## config.mk

```make
export PLATFORM = sky130hd
export DESIGN_NAME = gray_level_duration_table
export DESIGN_NICKNAME = d
export VERILOG_FILES = /design/src/gray_level_duration_table_pkg.sv /design/src/gray_level_duration_table.sv
export VERILOG_INCLUDE_DIRS = /design/src
export SDC_FILE = /design/constraint.sdc
export NUM_CORES = 1
export LEC_CHECK = 0
export BUFFER_PORTS_ARGS = -buffer_cell sky130_fd_sc_hd__buf_2
export CELL_PAD_IN_SITES_DETAIL_PLACEMENT = 1
export CELL_PAD_IN_SITES_GLOBAL_PLACEMENT = 1
export CORE_UTILIZATION = 45
export CTS_CLUSTER_SIZE = 24
export DETAILED_ROUTE_END_ITERATION = 10
export HOLD_SLACK_MARGIN = 0.06
export PLACE_DENSITY = 0.85
export SYNTH_ARGS = -nofsm -noshare
export SYNTH_HDL_FRONTEND = slang
export SYNTH_SLANG_ARGS = --single-unit
```

## constraint.sdc

```tcl
create_clock -name sys_clk -period 7.1 [get_ports sys_clk]
set_input_delay 1.775 -clock sys_clk [delete_from_list [all_inputs] [get_ports sys_clk]]
set_output_delay 1.775 -clock sys_clk [all_outputs]
set_load 0.02 [all_outputs]
```

## src/gray_level_duration_table_cfg.svh

```systemverilog
// Offsets, reset values, field positions and timing counts of the table
`ifndef GRAY_LEVEL_DURATION_TABLE_CFG_SVH
`define GRAY_LEVEL_DURATION_TABLE_CFG_SVH

// Command codes, also the word index of each entry on the bus
`define CODE_ODD_LEVEL5     8'h29
`define CODE_ODD_LEVEL4     8'h2A
`define CODE_ODD_LEVEL3     8'h2B
`define CODE_ODD_LEVEL2     8'h2C
`define CODE_ODD_LEVEL1     8'h2D
`define CODE_EVEN_LEVEL15   8'h2E
`define CODE_EVEN_LEVEL14   8'h2F
`define CODE_EVEN_LEVEL13   8'h30
`define CODE_EVEN_LEVEL12   8'h31
`define CODE_FIRST          8'h29
`define CODE_LAST           8'h31

// Entry reset values
`define RST_ODD_LEVEL5      8'h05
`define RST_ODD_LEVEL4      8'h03
`define RST_ODD_LEVEL3      8'h02
`define RST_ODD_LEVEL2      8'h01
`define RST_ODD_LEVEL1      8'h00
`define RST_EVEN_LEVEL15    8'hFF
`define RST_EVEN_LEVEL14    8'hAF
`define RST_EVEN_LEVEL13    8'h79
`define RST_EVEN_LEVEL12    8'h53

// Own registers, byte addresses
`define ADDR_CTRL           12'h100
`define ADDR_STATUS         12'h104
`define ADDR_CMD            12'h108

// Control fields
`define CTRL_RUN_BIT        0
`define CTRL_SEL_LSB        4
`define CTRL_SEL_MSB        7

// Command word fields
`define CMD_CODE_LSB        8
`define CMD_CODE_MSB        15
`define CMD_DATA_LSB        0
`define CMD_DATA_MSB        7

// Status fields
`define STAT_ACTIVE_BIT     0
`define STAT_REMAIN_LSB     8
`define STAT_REMAIN_MSB     15
`define STAT_DUR_LSB        16
`define STAT_DUR_MSB        23
`define STAT_SEL_LSB        24
`define STAT_SEL_MSB        27

// System clock cycles per gray-step period
`define STEP_DIV_DEFAULT    4

`endif

```

## src/gray_level_duration_table_pkg.sv

```systemverilog
// Types shared by the gray level duration table
package gray_level_duration_table_pkg;

   typedef logic [7:0] duration_t;
   typedef logic [3:0] entry_idx_t;

   typedef enum logic [0:0]
   {
      ENG_IDLE,
      ENG_COUNT
   } engine_e;

   localparam int ENTRY_COUNT = 9;

endpackage : gray_level_duration_table_pkg

```

## src/gray_level_duration_table.sv

```systemverilog
// Gray level duration table with APB access and a period engine
//
// Contract
// - Entry is 8-bit; duration equals entry plus one gray-step period.
// - Entries are write-only; only status returns the selected entry, as sampled at period start.
// - Code 0x29 loads odd level 5 entry; resets to 0x05.
// - Code 0x2A loads odd level 4 entry; resets to 0x03.
// - Code 0x2B loads odd level 3 entry; resets to 0x02.
// - Code 0x2C loads odd level 2 entry; resets to 0x01.
// - Code 0x2D loads odd level 1 entry; resets to 0x00.
// - Code 0x2E loads even level 15 entry; resets to 0xFF.
// - Code 0x2F loads even level 14 entry; resets to 0xAF.
// - Code 0x30 loads even level 13 entry; resets to 0x79.
// - Code 0x31 loads even level 12 entry; resets to 0x53.
`timescale 1ns/100ps
`include "gray_level_duration_table_cfg.svh"

module gray_level_duration_table
   import gray_level_duration_table_pkg::*;
#(
   parameter int STEP_DIV = `STEP_DIV_DEFAULT
)
(
   input  wire logic        sys_clk,
   input  wire logic        srst,
   input  wire logic        psel,
   input  wire logic        penable,
   input  wire logic        pwrite,
   input  wire logic [11:0] paddr,
   input  wire logic [31:0] pwdata,
   input  wire logic [3:0]  pstrb,
   output logic      [31:0] prdata,
   output logic             pready,
   output logic             pslverr,
   output logic             gray_drive,
   output logic             period_end
);

   ////////////////////////////////////////////////////////////////////////
   // Decoding helpers

   // Maps a command code to a table index; bit 4 flags a valid code
   function automatic logic [4:0] code_to_index(input logic [7:0] code);
      logic [7:0] diff;
      diff = code - `CODE_FIRST;
      if ((code >= `CODE_FIRST) && (code <= `CODE_LAST))
         code_to_index = {1'b1, diff[3:0]};
      else
         code_to_index = 5'h00;
   endfunction : code_to_index

   function automatic duration_t reset_duration(input int idx);
      case (idx)
         0:       reset_duration = `RST_ODD_LEVEL5;
         1:       reset_duration = `RST_ODD_LEVEL4;
         2:       reset_duration = `RST_ODD_LEVEL3;
         3:       reset_duration = `RST_ODD_LEVEL2;
         4:       reset_duration = `RST_ODD_LEVEL1;
         5:       reset_duration = `RST_EVEN_LEVEL15;
         6:       reset_duration = `RST_EVEN_LEVEL14;
         7:       reset_duration = `RST_EVEN_LEVEL13;
         8:       reset_duration = `RST_EVEN_LEVEL12;
         default: reset_duration = 8'h00;
      endcase
   endfunction : reset_duration

   ////////////////////////////////////////////////////////////////////////
   // State

   duration_t  table_ff [ENTRY_COUNT];
   logic       run_ff;
   entry_idx_t sel_ff;
   engine_e    state_ff;
   duration_t  remain_ff;
   duration_t  dur_ff;
   logic [7:0] div_ff;
   logic       step_ff;
   logic [31:0] prdata_ff;
   logic       pready_ff;
   logic       pslverr_ff;
   logic       drive_ff;
   logic       pend_ff;

   ////////////////////////////////////////////////////////////////////////
   // APB decode

   wire logic       setup_phase = psel & ~penable & ~pready_ff;
   wire logic       wr_commit   = psel & penable & pready_ff & pwrite;
   wire logic [7:0] word_index  = paddr[9:2];
   // Own registers: 100h control (run, select), 104h status, 108h command.
   // Table words sit at four times their command code and need an aligned
   // address; a stray byte offset is answered as unmapped.
   wire logic       hi_zero     = (paddr[11:10] == 2'b00)
                                  && (paddr[1:0] == 2'b00);
   wire logic [4:0] direct_hit  = hi_zero ? code_to_index(word_index)
                                           : 5'h00;
   wire logic       hit_table   = direct_hit[4];
   wire logic       hit_ctrl    = (paddr == `ADDR_CTRL);
   wire logic       hit_status  = (paddr == `ADDR_STATUS);
   wire logic       hit_cmd     = (paddr == `ADDR_CMD);
   wire logic       mapped      = hit_table | hit_ctrl | hit_status
                                  | hit_cmd;

   // Command word splits into code and data byte
   wire logic [7:0] cmd_code = pwdata[`CMD_CODE_MSB:`CMD_CODE_LSB];
   wire logic [7:0] cmd_data = pwdata[`CMD_DATA_MSB:`CMD_DATA_LSB];
   wire logic [4:0] cmd_hit  = code_to_index(cmd_code);

   // Direct writes need the low lane; command writes need both low lanes
   wire logic       wr_direct = wr_commit & hit_table & pstrb[0];
   wire logic       wr_cmd    = wr_commit & hit_cmd & (&pstrb[1:0])
                                & cmd_hit[4];
   wire logic       wr_ctrl   = wr_commit & hit_ctrl & pstrb[0];
   wire logic [3:0] wr_index  = wr_cmd ? cmd_hit[3:0] : direct_hit[3:0];
   wire duration_t  wr_value  = wr_cmd ? cmd_data : pwdata[7:0];
   wire logic       wr_entry  = wr_cmd | wr_direct;

   wire logic [31:0] status_word =
      {4'h0, sel_ff, dur_ff, remain_ff, 7'h00,
       (state_ff == ENG_COUNT)};

   // Table entries and the command port read back as zero
   wire logic [31:0] read_word =
      (!pwrite && hit_ctrl)   ? {24'h0, sel_ff, 3'h0, run_ff} :
      (!pwrite && hit_status) ? status_word :
                                32'h0;

   ////////////////////////////////////////////////////////////////////////
   // APB slave: one cycle to register the answer, then pready

   always_ff @(posedge sys_clk)
   begin
      if (srst)
      begin
         pready_ff  <= 1'b0;
         pslverr_ff <= 1'b0;
         prdata_ff  <= 32'h0;
      end
      else if (setup_phase)
      begin
         pready_ff  <= 1'b1;
         pslverr_ff <= ~mapped;
         prdata_ff  <= mapped ? read_word : 32'h0;
      end
      else
      begin
         pready_ff  <= 1'b0;
         pslverr_ff <= 1'b0;
         prdata_ff  <= 32'h0;
      end
   end

   ////////////////////////////////////////////////////////////////////////
   // Table storage

   generate
      for (genvar i = 0; i < ENTRY_COUNT; i++)
      begin : g_entry
         always_ff @(posedge sys_clk)
         begin
            if (srst)
               table_ff[i] <= reset_duration(i);
            else if (wr_entry && (wr_index == 4'(i)))
               table_ff[i] <= wr_value;
         end
      end
   endgenerate

   always_ff @(posedge sys_clk)
   begin
      if (srst)
      begin
         run_ff <= 1'b0;
         sel_ff <= 4'h0;
      end
      else if (wr_ctrl)
      begin
         run_ff <= pwdata[`CTRL_RUN_BIT];
         sel_ff <= pwdata[`CTRL_SEL_MSB:`CTRL_SEL_LSB];
      end
   end

   ////////////////////////////////////////////////////////////////////////
   // Gray-step divider

   localparam logic [7:0] DIV_LAST = 8'(STEP_DIV - 1);

   wire logic div_wrap = (div_ff == DIV_LAST);

   always_ff @(posedge sys_clk)
   begin
      if (srst)
      begin
         div_ff  <= 8'h00;
         step_ff <= 1'b0;
      end
      else
      begin
         div_ff  <= div_wrap ? 8'h00 : div_ff + 8'h01;
         step_ff <= div_wrap;
      end
   end

   ////////////////////////////////////////////////////////////////////////
   // Period engine
   // A period spans entry+1 steps: the load step, then entry decrements.
   // The entry is sampled only at a period start, so a write in mid
   // period cannot cut or stretch the period already running.

   wire logic      sel_ok     = (sel_ff < 4'(ENTRY_COUNT));
   wire duration_t sel_value  = sel_ok ? table_ff[sel_ff] : 8'h00;
   wire logic      enable     = run_ff & sel_ok;
   wire logic      last_step  = (state_ff == ENG_COUNT) && step_ff
                                && (remain_ff == 8'h00);

   engine_e   nxt_state;
   duration_t nxt_remain;
   duration_t nxt_dur;

   always_comb
   begin
      nxt_state  = state_ff;
      nxt_remain = remain_ff;
      nxt_dur    = dur_ff;
      case (state_ff)
         ENG_IDLE:
         begin
            if (enable && step_ff)
            begin
               nxt_state  = ENG_COUNT;
               nxt_remain = sel_value;
               nxt_dur    = sel_value;
            end
         end
         ENG_COUNT:
         begin
            if (!enable)
               nxt_state = ENG_IDLE;
            else if (last_step)
            begin
               nxt_remain = sel_value;
               nxt_dur    = sel_value;
            end
            else if (step_ff)
               nxt_remain = remain_ff - 8'h01;
         end
         default:
            nxt_state = ENG_IDLE;
      endcase
   end

   always_ff @(posedge sys_clk)
   begin
      if (srst)
      begin
         state_ff  <= ENG_IDLE;
         remain_ff <= 8'h00;
         dur_ff    <= 8'h00;
         drive_ff  <= 1'b0;
         pend_ff   <= 1'b0;
      end
      else
      begin
         state_ff  <= nxt_state;
         remain_ff <= nxt_remain;
         dur_ff    <= nxt_dur;
         drive_ff  <= (nxt_state == ENG_COUNT);
         pend_ff   <= last_step & enable;
      end
   end

   ////////////////////////////////////////////////////////////////////////
   // Outputs

   assign prdata     = prdata_ff;
   assign pready     = pready_ff;
   assign pslverr    = pslverr_ff;
   assign gray_drive = drive_ff;
   assign period_end = pend_ff;

endmodule : gray_level_duration_table

```

# Yosys cells after proc, flatten, opt, wreduce, memory -nomap -nowiden
# Memory sizes are Yosys's and may differ from the RTL's. A register that Yosys moved wholly into a read port is not among the register bits.
# Cells that the tools add are included.
[word_totals]
ramBits = 72
word_cells = 161
latchBits = 0
ff_bits = 66
out_inout_bits = 36
inputBits = 53
n_memories = 1
mem_bits_ro = 0
[memory_table]
columns = ["memory", "depth", "word_bits", "read_ports", "rd_ports_with_merged_regs", "wr", "line", "text"]
rows = [
  ["table_ff", 9, 8, 1, 1, 9, "gray_level_duration_table.sv:70", "duration_t table_ff [ENTRY_COUNT];"],
]
[classes]
shift = 0
n_mux = 59
n_mul = 0
div_mod_pow = 0
n_reduce_logical = 30
bitwise_logic = 33
n_addsub = 4
magnitude_cmp = 5
n_eq_ne = 16
[op_table]
columns = ["cell", "count"]
rows = [
  ["$mux W8", 17],
  ["$eq A12 B9 Y1 const B", 3],
  ["$mux W1", 33],
  ["$pmux W8 S2", 2],
  ["$logic_and A1 B1 Y1", 17],
  ["$eq A4 B3 Y1 const B", 4],
  ["$ge A8 B6 Y1 const B", 2],
  ["$le A8 B6 Y1 const B", 2],
  ["$mux W5", 3],
  ["$and A1 B1 Y1", 14],
  ["$or A1 B1 Y1", 13],
  ["$mux W4", 3],
  ["$add A8 B1 Y8 const B", 1],
  ["$eq A4 B2 Y1 const B", 2],
  ["$eq A8 B2 Y1 const B", 1],
  ["$logic_not A8 Y1", 1],
  ["$sub A4 B4 Y4 const B", 2],
  ["$sub A8 B1 Y8 const B", 1],
  ["$not A1 Y1", 6],
  ["$reduce_and A3 Y1", 2],
  ["$reduce_or A5 Y1", 1],
  ["$eq A4 B1 Y1 const B", 1],
  ["$eq A4 B4 Y1 const B", 1],
  ["$logic_not A2 Y1", 2],
  ["other kinds (11)", 13],
]

# Longest topological paths before layout
[depth]
depth_word = 13
mapped_depth = 10
depth_no_buf = 8

# Least setup slack after synthesis
# Ideal clock, no wire load.
[synth_timing]
path_kind = "input port to flip-flop"
from = "in pwdata[9]"
to = "mem table_ff[8][0] (netlist name) (data pin)"
arrival_ns = 3.946
cell_stages = 9
required_ns = 6.835
path_buffers = 1
path_slack_ns = 2.889
setup_time_ns = 0.265
cell_sequence = "inv_1 ha_1 or3b_2 a21oi_1 or4b_1 o22ai_1 or4_4 buf_6 or3_1"
[synth_lines]
columns = ["element", "line", "text"]
rows = [
  ["start, declared", "gray_level_duration_table.sv:30", "input wire logic [31:0] pwdata,"],
  ["end, declared", "gray_level_duration_table.sv:70", ""],
]

==> flow_metrics.py <==
metrics = {
    "floorplan": {
        "initial_utilization_pct": 46.63,
        "die_h_um": 119.6,
        "rows": 42,
        "die-area_um2": 14300,
        "dieWidth_um": 119.6,
        "io_pins": 89,
        "core_area_um2": 13350,
    },
    "global_route": {
        "grt.met1_usage_pct": 28.93,
        "grt_use_met3_pct": 4.658,
        "grt_pass1_wl_um": 26210,
        "antenna_found_initial": 0,
        "grt_overflow": 0,
        "grt_pass1_vias": 4864,
        "grt_max_degree": 45,
        "grt_most_used_layer": "met2",
        "use_met2_pct": 42.56,
        "grtUsageTotal_pct": 24.49,
    },
    "pwr": {
        "vdd_drop_max_mv": 0.1720,
        "p_per_area_nw_per_um2": 252.9,
        "leakage_nw": 2.710,
    },
    "place": {
        "dp.final_hpwl_um": 11630,
        "port_buffers": 63,
        "finalWeightedCongestion": 0.9320,
    },
    "clock_network": {
        "clkLatencyLatePin_ps": 430,
        "cts-root-buf": "clkbuf_16",
        "clock_path_buffers": 2,
        "cts.clk_slew.worst_paths_ps": 60,
        "numCtsBuffers": 17,
        "post_cts.repair.setup_buffers": 0,
        "cts_hold_buffers": 0,
        "ctsResizeCount": 0,
        "cts_tree": "done",
        "cts_sinks": 135,
        "cts_max_level": 4,
    },
    "timing": {
        "final-setup-viol-count": 0,
        "fin_skew_ps": 12.32,
        "fmax_mhz": 216.7,
        "worst_slew_pin_slew_ps": 1210,
        "fin_tns_setup_ps": 0,
        "finalHoldViolCount": 0,
        "finalMaxSlewViolations": 0,
        "rsz0062_at_grt": "false",
        "min_period_over_period_pct": 64.99,
        "slew_headroom_pct": 18.31,
        "fin_crit_ps": 4614,
    },
    "worst_setup_path": {
        "crit_buf_inv": 3,
        "worst_ep_required_time_ps": 7150,
        "path_cells": "buf_2 -> inv_1 -> ha_1 -> or3b_2 -> a21oi_1 -> nor4b_1 -> a32oi_1 -> buf_4 -> o21bai_1",
        "cp-end-kind": "flip-flop",
        "worstPathMaxFanout": 15,
        "critPathKind": "in -> reg",
        "cp.arrival_ps": 4660,
        "cp_slowest_cell": "nor4b_1",
        "max_stage_delay_ps": 820,
        "path_delay_family": "simple AND/OR/NAND/NOR gates",
        "worstSetupStartpointType": "primary input",
    },
    "synthesis": {
        "yosysWarnings": 0,
        "avgSynthCellArea_um2": 11.11,
        "syn_inst": 560,
        "synth.cell_area_um2": 6223,
        "synth_commonest_cells": "72 x edfxtp_1, 63 x dfxtp_1, 59 x nand2_1",
        "synthArstFlopShare_pct": 0,
        "yosys.area.top_type_share_pct": 34.74,
        "ys_ff_latch": 135,
        "yosysMostFrequentCell": "edfxtp_1",
        "ys_types": 67,
        "synth_edf_count": 72,
        "yosysTopAreaCell": "edfxtp_1",
        "ys_seq_area_share_pct": 55.01,
        "synthTopCellsByArea": "edfxtp_1 35%, dfxtp_1 20%, mux4_2 5.1%",
        "synthFlopType": "edfxtp_1",
    },
    "job": {
        "drv_cap": 0,
    },
    "hold_path": {
        "holdCritPathClass": "reg -> reg",
    },
    "route": {
        "drc": 0,
        "routed_wl_um": 16730,
        "drtPass1Iterations": 5,
        "via_per_inst": 5.868,
        "antenna_left": 0,
        "drtIter0Drc": 306,
        "num_vias": 4741,
        "routedWlPerCell_um": 20.70,
    },
    "cells_and_area": {
        "fin_util_pct": 54.31,
        "layout.nets": 681,
        "nFillCells": 1467,
        "drive_gt1_share_pct": 19.94,
        "syn_to_final_growth_pct": 16.49,
        "antenna_cells": 0,
    },
    "run_status": {
        "outcome": "completed",
    },
}
[registers in the layout, indices dropped and copies added (netlist names), named ones only]
register    cells
period_end      1
table_ff       72
remain_ff       8
pready          1
prdata         25
div_ff          8
pslverr         1
dur_ff          8
gray_drive      1
step_ff         1
sel_ff          4
run_ff          1
[final cells by class]
type / instances / area [µm²] / area share [%]
multi-input cells: 384 / 2587 / 35.69
flip-flops and latches: 135 / 3423 / 47.22
clock buffers: 20 / 500.5 / 6.904
well taps: 176 / 220.2 / 3.038
inverters: 15 / 56.30 / 0.7767
clock inverters: 12 / 123.9 / 1.709
repair buffers: 66 / 337.8 / 4.660
[layer usage]
metal	part of all wire [%]	wire length (µm)
met1	41	6840
met4	2.9	478
met3	4.9	818
met2	51	8591
met5	0	0
[stage by stage]
step | hold slack, ps | instances | area (µm²) | worst slack (ps) | power (mW)
after floorplan | 427.3 | 566 | 6246 | 2889 | 0.9001
after global placement | 441.2 | 776 | 6625 | 2302 | 0.9259
after detailed placement | 443.9 | 776 | 6625 | 2123 | 0.9316
after CTS | 461.7 | 808 | 7249 | 2533 | 1.839
after global routing | 488.1 | 808 | 7249 | 2339 | 1.880
final | 457.6 | 808 | 7249 | 2486 | 1.833
[path summary, 6_finish.rpt]
kind | to | slack (ps) | depth (start not counted) | startpoint
hold reg to reg | dur_ff[6] | 460 | 2 | dur_ff[6]
setup / recovery | table_ff[7][0] | 2490 | 9 | pwdata[8]
setup reg to reg | table_ff[5][2] | 4090 | 6 | pready
hold / removal | dur_ff[6] | 460 | 2 | dur_ff[6]
[logic make-up (layout without fill, tap and decap cells)]
family,count (synthesis),after routing,share of synthesized area (%)
and+or+nand+nor,245,245,21.25
buffers and inverters,47,113,3.779
AOI/OAI and AO/OA,84,84,9.108
other,1,7,0.06026
adders and majority gates,9,9,1.809
muxes,30,30,7.720
xor gates and xnor gates,9,9,1.267
DFF,135,135,55.01
[power by group]
part	internal, mW	total (mW)	switching [mW]
clock network	0.554	0.918	0.364
registers	0.831	0.837	0.00569
logic	0.0250	0.0787	0.0538
[worst reg2reg max path, cell delays in order (launching register included)]
cell and delay, ps:
dfxtp_1 340, and3_1 190, and2_0 350, o21ai_0 300, o32a_1 460, nor3_2 900, nand2_1 180
[placed cells by master (no fill, tap or decap), drive strengths merged, types with 20 or more instances in the layout]
master / netlist / final
nand3: 23 / 23
clkbuf: 16 / 20
buf: 16 / 66
nor2: 46 / 46
edfxtp: 72 / 72
and2: 27 / 27
nand2: 59 / 59
dfxtp: 63 / 63
and3: 23 / 23
inv: 15 / 23
(Power assumes the default switching activity.)
